**config.mk**
```make
export PLATFORM = sky130hd
export DESIGN_NAME = ncr_core
export DESIGN_NICKNAME = d
export VERILOG_FILES = /design/src/include/ncr_pkg.sv /design/src/verilog/ncr_core.sv
export SDC_FILE = /design/constraint.sdc
export NUM_CORES = 1
export LEC_CHECK = 0
export ABC_AREA = 1
export BUFFER_PORTS_ARGS = -buffer_cell sky130_fd_sc_hd__buf_2
export CAP_MARGIN = 25
export CORE_ASPECT_RATIO = 1.5
export CORE_UTILIZATION = 60
export DETAILED_ROUTE_END_ITERATION = 8
export PLACE_DENSITY_LB_ADDON = 0.15
export SYNTH_ARGS = -nofsm -noshare
export SYNTH_HDL_FRONTEND = slang
export SYNTH_SLANG_ARGS = --single-unit
```
**constraint.sdc**
```tcl
create_clock -name pclk -period 4.55 [get_ports pclk]
set_input_delay 0.455 -clock pclk [delete_from_list [all_inputs] [get_ports pclk]]
set_output_delay 0.455 -clock pclk [all_outputs]
set_load 0.02 [all_outputs]
```
**src/include/ncr_pkg.sv**
```systemverilog
// Purpose: Constants for the nibble core register set and operand address generator.
// Assumes: APB slave with 32-bit data, one aligned word per register.
// Notes: Offsets are byte addresses.
package ncr_pkg;
	localparam logic [7:0] OFF_DATA = 8'h00;
	localparam logic [7:0] OFF_FIRST_PTR = 8'h04;
	localparam logic [7:0] OFF_SECOND_PTR = 8'h08;
	localparam logic [7:0] OFF_FLAGS = 8'h0C;
	localparam logic [7:0] OFF_PREFIX = 8'h10;
	localparam logic [7:0] OFF_MAIN_SP = 8'h14;
	localparam logic [7:0] OFF_NIBBLE_SP = 8'h18;
	localparam logic [7:0] OFF_PC = 8'h1C;
	localparam logic [7:0] OFF_ADDR_REQ = 8'h20;
	localparam logic [7:0] OFF_ADDR_OUT = 8'h24;
	localparam logic [7:0] OFF_EVENT = 8'h28;
	localparam logic [15:0] RESET_START_PC = 16'h0110;
	localparam logic [15:0] NMI_VECTOR_PC = 16'h0100;
	localparam logic [15:0] IO_REGION_BASE = 16'hFF00;
	localparam logic [9:0] LOW6_UPPER = 10'h000;
	localparam logic [9:0] HIGH6_UPPER = 10'h3FF;
	localparam logic [7:0] LOW8_UPPER = 8'h00;
	localparam logic [7:0] HIGH8_UPPER = 8'hFF;
	localparam logic [15:0] MAIN_SP_STEP = 16'h0004;
	localparam logic [15:0] NIBBLE_SP_STEP = 16'h0001;
	localparam int MAIN_SP_LO = 2;
	localparam int MAIN_SP_HI = 9;
	// Addressing modes in the address request register, bits 2:0.
	localparam logic [2:0] MODE_LOW6 = 3'h0;
	localparam logic [2:0] MODE_HIGH6 = 3'h1;
	localparam logic [2:0] MODE_LOW8 = 3'h2;
	localparam logic [2:0] MODE_HIGH8 = 3'h3;
	localparam logic [2:0] MODE_FIRST_PTR = 3'h4;
	localparam logic [2:0] MODE_SECOND_PTR = 3'h5;
	localparam logic [2:0] MODE_MAIN_SP = 3'h6;
	localparam logic [2:0] MODE_NIBBLE_SP = 3'h7;
	// Event register bits: written as one to act.
	localparam int EV_NMI = 0;
	localparam int EV_PUSH_MAIN = 1;
	localparam int EV_POP_MAIN = 2;
	localparam int EV_PUSH_NIBBLE = 3;
	localparam int EV_POP_NIBBLE = 4;
	localparam int EV_FETCH = 5;
	localparam int FLAG_E = 3;
endpackage : ncr_pkg

```
**src/verilog/ncr_core.sv**
```systemverilog
// Purpose: Register set and operand address generation of a 4-bit core.
// Assumes: APB master holds each request until pready; pclk 100 MHz.
// Notes: Zero-wait-state slave, pready high in every access phase.
`timescale 1ns/1ps
module ncr_core (
	input wire logic pclk, // Bus clock.
	input wire logic presetn, // Asynchronous reset, active low.
	input wire logic psel, // Slave select.
	input wire logic penable, // Access phase.
	input wire logic pwrite, // Write when high.
	input wire logic [7:0] paddr, // Byte address.
	input wire logic [31:0] pwdata, // Write data.
	output logic [31:0] prdata, // Read data.
	output logic pready, // Transfer done.
	output logic pslverr, // Unmapped address.
	output logic [15:0] data_addr, // Data memory address.
	output logic data_is_io, // Address falls in the I/O region.
	output logic [4:0] stack_width, // Bits moved by the current stack access.
	output logic [15:0] prog_addr // Program memory fetch address.
);
	logic [3:0] reg_a_reg;
	logic [3:0] reg_b_reg;
	logic [7:0] first_pointer_high_reg;
	logic [7:0] first_pointer_low_reg;
	logic [7:0] second_pointer_high_reg;
	logic [7:0] second_pointer_low_reg;
	logic [3:0] flags_reg;
	logic [7:0] prefix_operand_reg;
	logic [15:0] main_stack_pointer_reg;
	logic [15:0] nibble_stack_pointer_reg;
	logic [15:0] pc_reg;
	logic [10:0] addr_req_reg;
	logic [15:0] data_addr_reg;
	logic data_is_io_reg;
	logic [4:0] stack_width_reg;
	logic [31:0] prdata_reg;
	logic pslverr_reg;
	logic pready_reg;
	logic req_prefix_reg;

	wire [15:0] first_pointer = {first_pointer_high_reg, first_pointer_low_reg};
	wire [15:0] second_pointer = {second_pointer_high_reg, second_pointer_low_reg};
	wire [7:0] data_pair = {reg_b_reg, reg_a_reg};
	wire setup = psel && !penable;
	wire wr = setup && pwrite;
	wire rd = setup && !pwrite;
	wire hit_data = paddr == ncr_pkg::OFF_DATA;
	wire hit_first = paddr == ncr_pkg::OFF_FIRST_PTR;
	wire hit_second = paddr == ncr_pkg::OFF_SECOND_PTR;
	wire hit_flags = paddr == ncr_pkg::OFF_FLAGS;
	wire hit_prefix = paddr == ncr_pkg::OFF_PREFIX;
	wire hit_msp = paddr == ncr_pkg::OFF_MAIN_SP;
	wire hit_nsp = paddr == ncr_pkg::OFF_NIBBLE_SP;
	wire hit_pc = paddr == ncr_pkg::OFF_PC;
	wire hit_req = paddr == ncr_pkg::OFF_ADDR_REQ;
	wire hit_out = paddr == ncr_pkg::OFF_ADDR_OUT;
	wire hit_ev = paddr == ncr_pkg::OFF_EVENT;
	wire mapped = hit_data || hit_first || hit_second || hit_flags || hit_prefix || hit_msp
		|| hit_nsp || hit_pc || hit_req || hit_out || hit_ev;
	wire ev_wr = wr && hit_ev;
	wire ev_nmi = ev_wr && pwdata[ncr_pkg::EV_NMI];
	wire ev_fetch = ev_wr && pwdata[ncr_pkg::EV_FETCH];
	wire ev_push_m = ev_wr && pwdata[ncr_pkg::EV_PUSH_MAIN];
	wire ev_pop_m = ev_wr && pwdata[ncr_pkg::EV_POP_MAIN];
	wire ev_push_n = ev_wr && pwdata[ncr_pkg::EV_PUSH_NIBBLE];
	wire ev_pop_n = ev_wr && pwdata[ncr_pkg::EV_POP_NIBBLE];
	wire [2:0] req_mode = addr_req_reg[2:0];
	wire [7:0] req_oper = addr_req_reg[10:3];
	// A prefix is taken as loaded while the extension flag stands.
	wire prefix_live = flags_reg[ncr_pkg::FLAG_E];

	// Short forms never carry into the upper bits; the page is a fixed pattern.
	function automatic logic [15:0] page_addr(input logic [2:0] mode, input logic [7:0] op);
		case (mode)
			ncr_pkg::MODE_LOW6: page_addr = {ncr_pkg::LOW6_UPPER, op[5:0]};
			ncr_pkg::MODE_HIGH6: page_addr = {ncr_pkg::HIGH6_UPPER, op[5:0]};
			ncr_pkg::MODE_LOW8: page_addr = {ncr_pkg::LOW8_UPPER, op};
			default: page_addr = {ncr_pkg::HIGH8_UPPER, op};
		endcase
	endfunction : page_addr

	logic [15:0] addr_next;
	logic [4:0] width_next;
	always_comb begin
		width_next = '0;
		case (req_mode)
			ncr_pkg::MODE_FIRST_PTR: begin
				addr_next = req_prefix_reg ? page_addr(ncr_pkg::MODE_LOW8, prefix_operand_reg)
					: first_pointer;
			end
			ncr_pkg::MODE_SECOND_PTR: begin
				addr_next = second_pointer;
			end
			ncr_pkg::MODE_MAIN_SP: begin
				addr_next = main_stack_pointer_reg;
				width_next = 5'h10;
			end
			ncr_pkg::MODE_NIBBLE_SP: begin
				addr_next = nibble_stack_pointer_reg;
				width_next = 5'h04;
			end
			default: begin
				addr_next = page_addr(req_mode, req_oper);
			end
		endcase
	end

	logic [31:0] rdata_next;
	always_comb begin
		rdata_next = '0;
		if (hit_data) rdata_next = {24'h00_0000, data_pair};
		if (hit_first) rdata_next = {16'h0000, first_pointer};
		if (hit_second) rdata_next = {16'h0000, second_pointer};
		if (hit_flags) rdata_next = {28'h000_0000, flags_reg};
		if (hit_prefix) rdata_next = {24'h00_0000, prefix_operand_reg};
		if (hit_msp) rdata_next = {16'h0000, main_stack_pointer_reg};
		if (hit_nsp) rdata_next = {16'h0000, nibble_stack_pointer_reg};
		if (hit_pc) rdata_next = {16'h0000, pc_reg};
		if (hit_req) rdata_next = {21'h00_0000, addr_req_reg};
		if (hit_out) rdata_next = {15'h0000, data_is_io_reg, data_addr_reg};
	end

	always_ff @(posedge pclk or negedge presetn) begin
		if (!presetn) begin
			reg_a_reg <= '0;
			reg_b_reg <= '0;
		end else if (wr && hit_data) begin
			reg_a_reg <= pwdata[3:0];
			reg_b_reg <= pwdata[7:4];
		end
	end

	always_ff @(posedge pclk or negedge presetn) begin
		if (!presetn) begin
			first_pointer_high_reg <= '0;
			first_pointer_low_reg <= '0;
			second_pointer_high_reg <= '0;
			second_pointer_low_reg <= '0;
		end else begin
			if (wr && hit_first) first_pointer_low_reg <= pwdata[7:0];
			if (wr && hit_first) first_pointer_high_reg <= pwdata[15:8];
			if (wr && hit_second) second_pointer_low_reg <= pwdata[7:0];
			if (wr && hit_second) second_pointer_high_reg <= pwdata[15:8];
		end
	end

	// A write to the address request register consumes the prefix, matching one-shot use.
	always_ff @(posedge pclk or negedge presetn) begin
		if (!presetn) begin
			flags_reg <= '0;
			prefix_operand_reg <= '0;
		end else if (wr && hit_prefix) begin
			prefix_operand_reg <= pwdata[7:0];
			flags_reg[ncr_pkg::FLAG_E] <= 1'b1;
		end else if (wr && hit_flags) begin
			flags_reg <= pwdata[3:0];
		end else if (wr && hit_req) begin
			flags_reg[ncr_pkg::FLAG_E] <= 1'b0;
		end
	end

	always_ff @(posedge pclk or negedge presetn) begin
		if (!presetn) begin
			main_stack_pointer_reg <= '0;
		end else if (wr && hit_msp) begin
			main_stack_pointer_reg <= {6'h00, pwdata[ncr_pkg::MAIN_SP_HI:ncr_pkg::MAIN_SP_LO],
				2'h0};
		end else if (ev_push_m) begin
			main_stack_pointer_reg <= main_stack_pointer_reg - ncr_pkg::MAIN_SP_STEP;
		end else if (ev_pop_m) begin
			main_stack_pointer_reg <= main_stack_pointer_reg + ncr_pkg::MAIN_SP_STEP;
		end
	end

	always_ff @(posedge pclk or negedge presetn) begin
		if (!presetn) begin
			nibble_stack_pointer_reg <= '0;
		end else if (wr && hit_nsp) begin
			nibble_stack_pointer_reg <= {8'h00, pwdata[7:0]};
		end else if (ev_push_n) begin
			nibble_stack_pointer_reg <= nibble_stack_pointer_reg - ncr_pkg::NIBBLE_SP_STEP;
		end else if (ev_pop_n) begin
			nibble_stack_pointer_reg <= nibble_stack_pointer_reg + ncr_pkg::NIBBLE_SP_STEP;
		end
	end

	// The interrupt outranks a direct write and a fetch step in the same cycle.
	always_ff @(posedge pclk or negedge presetn) begin
		if (!presetn) begin
			pc_reg <= ncr_pkg::RESET_START_PC;
		end else if (ev_nmi) begin
			pc_reg <= ncr_pkg::NMI_VECTOR_PC;
		end else if (wr && hit_pc) begin
			pc_reg <= pwdata[15:0];
		end else if (ev_fetch) begin
			pc_reg <= pc_reg + 16'h0001;
		end
	end

	always_ff @(posedge pclk or negedge presetn) begin
		if (!presetn) begin
			addr_req_reg <= '0;
		end else if (wr && hit_req) begin
			addr_req_reg <= pwdata[10:0];
		end
	end

	// The request write clears the extension flag, so the flag's state travels with the request.
	always_ff @(posedge pclk or negedge presetn) begin
		if (!presetn) begin
			req_prefix_reg <= 1'b0;
		end else if (wr && hit_req) begin
			req_prefix_reg <= prefix_live;
		end
	end

	always_ff @(posedge pclk or negedge presetn) begin
		if (!presetn) begin
			data_addr_reg <= '0;
			data_is_io_reg <= 1'b0;
			stack_width_reg <= '0;
		end else begin
			data_addr_reg <= addr_next;
			data_is_io_reg <= addr_next >= ncr_pkg::IO_REGION_BASE;
			stack_width_reg <= width_next;
		end
	end

	always_ff @(posedge pclk or negedge presetn) begin
		if (!presetn) begin
			prdata_reg <= '0;
			pslverr_reg <= 1'b0;
			pready_reg <= 1'b0;
		end else begin
			pready_reg <= setup;
			pslverr_reg <= setup && !mapped;
			if (rd) prdata_reg <= rdata_next;
		end
	end

	assign prdata = prdata_reg;
	assign pready = pready_reg;
	assign pslverr = pslverr_reg;
	assign data_addr = data_addr_reg;
	assign data_is_io = data_is_io_reg;
	assign stack_width = stack_width_reg;
	assign prog_addr = pc_reg;

	property p_reset_pc;
		@(posedge pclk) $rose(presetn) |-> prog_addr == ncr_pkg::RESET_START_PC;
	endproperty
	a_reset_pc: assert property (p_reset_pc) else $error("Start address wrong.");

	property p_nmi;
		@(posedge pclk) disable iff (!presetn) ev_nmi |=> prog_addr == ncr_pkg::NMI_VECTOR_PC;
	endproperty
	a_nmi: assert property (p_nmi) else $error("Interrupt vector wrong.");

	property p_msp_load;
		@(posedge pclk) disable iff (!presetn) wr && hit_msp |=>
			main_stack_pointer_reg == {6'h00, $past(pwdata[9:2]), 2'h0};
	endproperty
	a_msp_load: assert property (p_msp_load) else $error("Main stack load wrong.");

	property p_nsp_load;
		@(posedge pclk) disable iff (!presetn) wr && hit_nsp |=>
			nibble_stack_pointer_reg == {8'h00, $past(pwdata[7:0])};
	endproperty
	a_nsp_load: assert property (p_nsp_load) else $error("Nibble stack load wrong.");

	property p_io;
		@(posedge pclk) disable iff (!presetn) data_is_io == (data_addr[15:8] == 8'hFF);
	endproperty
	a_io: assert property (p_io) else $error("I/O region flag wrong.");

	property p_high6;
		@(posedge pclk) disable iff (!presetn) req_mode == ncr_pkg::MODE_HIGH6 |=>
			data_addr[15:6] == 10'h3FF;
	endproperty
	a_high6: assert property (p_high6) else $error("High six-bit page wrong.");

	property p_low8;
		@(posedge pclk) disable iff (!presetn) req_mode == ncr_pkg::MODE_LOW8 |=>
			data_addr == {8'h00, $past(req_oper)};
	endproperty
	a_low8: assert property (p_low8) else $error("Low eight-bit page wrong.");

	property p_prefix;
		@(posedge pclk) disable iff (!presetn)
			req_mode == ncr_pkg::MODE_FIRST_PTR && req_prefix_reg |=>
			data_addr == {8'h00, $past(prefix_operand_reg)};
	endproperty
	a_prefix: assert property (p_prefix) else $error("Prefixed pointer wrong.");

	property p_low6;
		@(posedge pclk) disable iff (!presetn) req_mode == ncr_pkg::MODE_LOW6 |=>
			data_addr == {ncr_pkg::LOW6_UPPER, $past(req_oper[5:0])};
	endproperty
	a_low6: assert property (p_low6) else $error("Low six-bit page wrong.");

	property p_high8;
		@(posedge pclk) disable iff (!presetn) req_mode == ncr_pkg::MODE_HIGH8 |=>
			data_addr == {ncr_pkg::HIGH8_UPPER, $past(req_oper)};
	endproperty
	a_high8: assert property (p_high8) else $error("High eight-bit page wrong.");

	property p_main_width;
		@(posedge pclk) disable iff (!presetn) req_mode == ncr_pkg::MODE_MAIN_SP |=>
			stack_width == 5'h10;
	endproperty
	a_main_width: assert property (p_main_width) else $error("Main stack width wrong.");

	property p_pair;
		@(posedge pclk) disable iff (!presetn) wr && hit_data |=>
			reg_b_reg == $past(pwdata[7:4]) && reg_a_reg == $past(pwdata[3:0]);
	endproperty
	a_pair: assert property (p_pair) else $error("Data pair load wrong.");

	property p_fetch;
		@(posedge pclk) disable iff (!presetn) ev_fetch && !ev_nmi |=>
			prog_addr == $past(prog_addr) + 16'h0001;
	endproperty
	a_fetch: assert property (p_fetch) else $error("Fetch step wrong.");

	property p_ready;
		@(posedge pclk) disable iff (!presetn) setup |=> pready ##1 !pready;
	endproperty
	a_ready: assert property (p_ready) else $error("Bus answer timing wrong.");
endmodule : ncr_core

```
==> impl_metrics.tcl <==
set metrics [dict create \
    postSynthAreaPerCell_um2 7.09 \
    mappedNetlistArea_mm2 0.00922 \
    routabilityCongestion 0.979 \
    violations "DRC" \
    post_layout_nonfiller_instances 1572 \
    finalNetCount 1408 \
    max_cap_violations 0 \
    routedWlPerCell_um 19.8 \
    area.growth.synth_to_final_pct 11.6 \
    slew_violations 0 \
    grt_pass1_wl_mm 48.7 \
    worst_slew_pin_slew_ns 1.07 \
    worst_setup_path_start_kind "input port" \
    drt_drc_violations_left 1 \
    numCtsBuffers 17 \
    relSlewSlack 0.285 \
    initial_core_util 0.612 \
    tritoncts_num_sinks 148 \
    postCtsSetupRepairBufs 0 \
    globalRoute.totalOverflow 0 \
    post_synth_edffs 0 \
    synth_cell_type_count 48 \
    finalSetupTns_ns 0 \
    critical_path_s_largest_stage_delay_ns 0.47 \
    peakVddDrop_mv 0.215 \
    critical_setup_path_class "in -> reg" \
    dominant_delay_contributor_by_cell_family_on_the_critical_path "simple AND/OR/NAND/NOR gates" \
    cp_data_required_time_ns 4.87 \
    drt_iter0_markers 1023 \
    io_buffer_count 82 \
    cts.reportedPaths.clkPinSlew_ns 0.07 \
    max_freq_mhz 377 \
    hold_path.class "in -> async" \
    timing.clock.skew_ns 0.00812 \
    post_drt_via_cell_ratio 6.14 \
    synthesis.instances 1301 \
    design.die.area_mm2 0.0159 \
    drt.antenna.violating_nets 0 \
    critPathSlowestCell "nor2_2" \
    floorplan.die.width_um 103 \
    crit_path_max_fanout 14 \
    initial_drt_pass_iterations 8 \
    final.min_clock_period_ns 2.65 \
    worstPathArrival_ns 2.97 \
    worstSkewPairLatency_ns 0.43 \
    ctsHoldBuffers 0 \
    cp-end-kind "register" \
    drive_gt1_frac 0.123 \
    status "finished, violations left" \
    ys_top_cells_by_area "dfrtp_1 40%, nand2_1 18%, o21ai_0 6.9%" \
    synth_ff_type "dfrtp_1" \
    yosysMostFrequentCell "nand2_1" \
    grt_pass1_vias 9124 \
    critical_path.cell_chain "buf_2 -> nor2_2 -> nand3_1 -> nor2_2 -> inv_1 -> nor2_1 -> nor2_1 -> buf_4 -> inv_1 -> o22ai_1 -> o21bai_1" \
    clock_tree_from_tritoncts "done" \
    diodes_inserted 0 \
    number_of_setup_violations_in_the_final_report 0 \
    synthArstFlopShare 1.00 \
    drt_wl_total_mm 31.2 \
    finalCritPeriodShare 0.583 \
    dpl.cell_count 1538 \
    synth.top_cells.by_count "441 x nand2_1, 146 x dfrtp_1, 128 x inv_1, 128 x o21ai_0, 80 x nand3_1" \
    synth-warning-count 0 \
    h-tree-depth 4 \
    total_routing_resource_utilization_after_global_routing 0.415 \
    p_leak_nw 5.20 \
    grt_setup_unrepaired "no" \
    synth-seq-area-share 0.402 \
    critical_path_buf_inv_count 4 \
    grt_antenna_before_repair 0 \
    synth-seq-cells 148 \
    hpwlAfterDp_mm 23.0 \
    largest_register_ffs 17 \
    largest_net_degree_at_the_start_of_global_routing 78 \
    cts-root-to-sink-buffers 2 \
    yosys.area.top_type "dfrtp_1" \
    vias 9658 \
    io_pins 117 \
    post-synth-top-area-fraction 0.396 \
    fp_rows 55 \
    clockRootBuffer "clkbuf_16" \
    core_region_area_mm2 0.0151 \
    cts_repair_resize_count 0 \
    power_density_mw_per_mm2 296 \
    finalHoldViolations 0 \
    die-height_um 154 \
]
area by class of cell:
class,instances,area (um^2)
Multi-Input combinational cell,965,4720
Inverter,135,507
Fill cell,1372,4780
Sequential cell,148,3710
Clock inverter,15,163
Tap cell,199,249
Clock buffer,17,425
Timing Repair Buffer,93,519
where the power goes:
part,switching (W),internal [W],total (W)
clock network,0.000643,0.000780,0.00142
logic,0.000176,0.0000618,0.000238
registers,0.0000386,0.00135,0.00139
per-stage QoR:
step	hold slack (ns)	area, um^2	power, W	setup WS, ns	utilization
global route	0.0998	10300	0.00313	1.77	0.683
floorplan	0.159	9290	0.00154	2.40	-
CTS	0.0838	10300	0.00305	1.93	0.680
global placement	0.457	9670	0.00164	1.48	0.641
finish	0.0401	10300	0.00305	1.90	0.683
detailed placement	0.464	9670	0.00165	1.50	0.641
routing by layer:
layer  track usage  routed length [um]  share of wire
met1         0.502               11100           0.36
met2         0.676               15200           0.49
met3        0.0768                2910          0.093
met4         0.247                1970          0.063
met5             0                   0              0
cell families (layout without fill, tap and decap cells):
kind of cell,count (synthesis),after routing,synth area share
adder cells (fa/ha/maj),3,3,0.00407
flip-flops,148,148,0.402
XOR/XNOR,12,12,0.0114
AO/OA/AOI/OAI,280,280,0.184
AND/OR/NAND/NOR,652,652,0.304
buffers and inverters,205,260,0.0943
other,1,18,0.000407
layout by cell type (no fill, tap or decap), drive strengths merged, types with 19 or more instances in the layout:
| master | synthesis | final |
|---|---|---|
| a21oi | 54 | 54 |
| buf | 32 | 93 |
| dfrtp | 146 | 146 |
| inv | 131 | 141 |
| nand2 | 447 | 447 |
| nand3 | 83 | 83 |
| nand4 | 19 | 19 |
| nor2 | 79 | 79 |
| o21ai | 130 | 130 |
| o41ai | 21 | 21 |
path summary, 6_finish.rpt:
check | slack (ns) | from | end | depth (start not counted)
min in group pclk | 0.29 | pwdata[5] | nibble_stack_pointer_reg[5] | 3
setup reg to reg | 1.91 | addr_req_reg[2] | data_addr[5] | 6
setup / recovery | 1.90 | paddr[7] | nibble_stack_pointer_reg[7] | 11
hold / removal | 0.04 | presetn | main_stack_pointer_reg[8] | 1
hold reg to reg | 0.48 | prdata[16] | prdata[16] | 2
max in group asynchronous | 3.48 | presetn | prog_addr[4] | 2
Note: power is estimated with default switching activity, not from simulation.
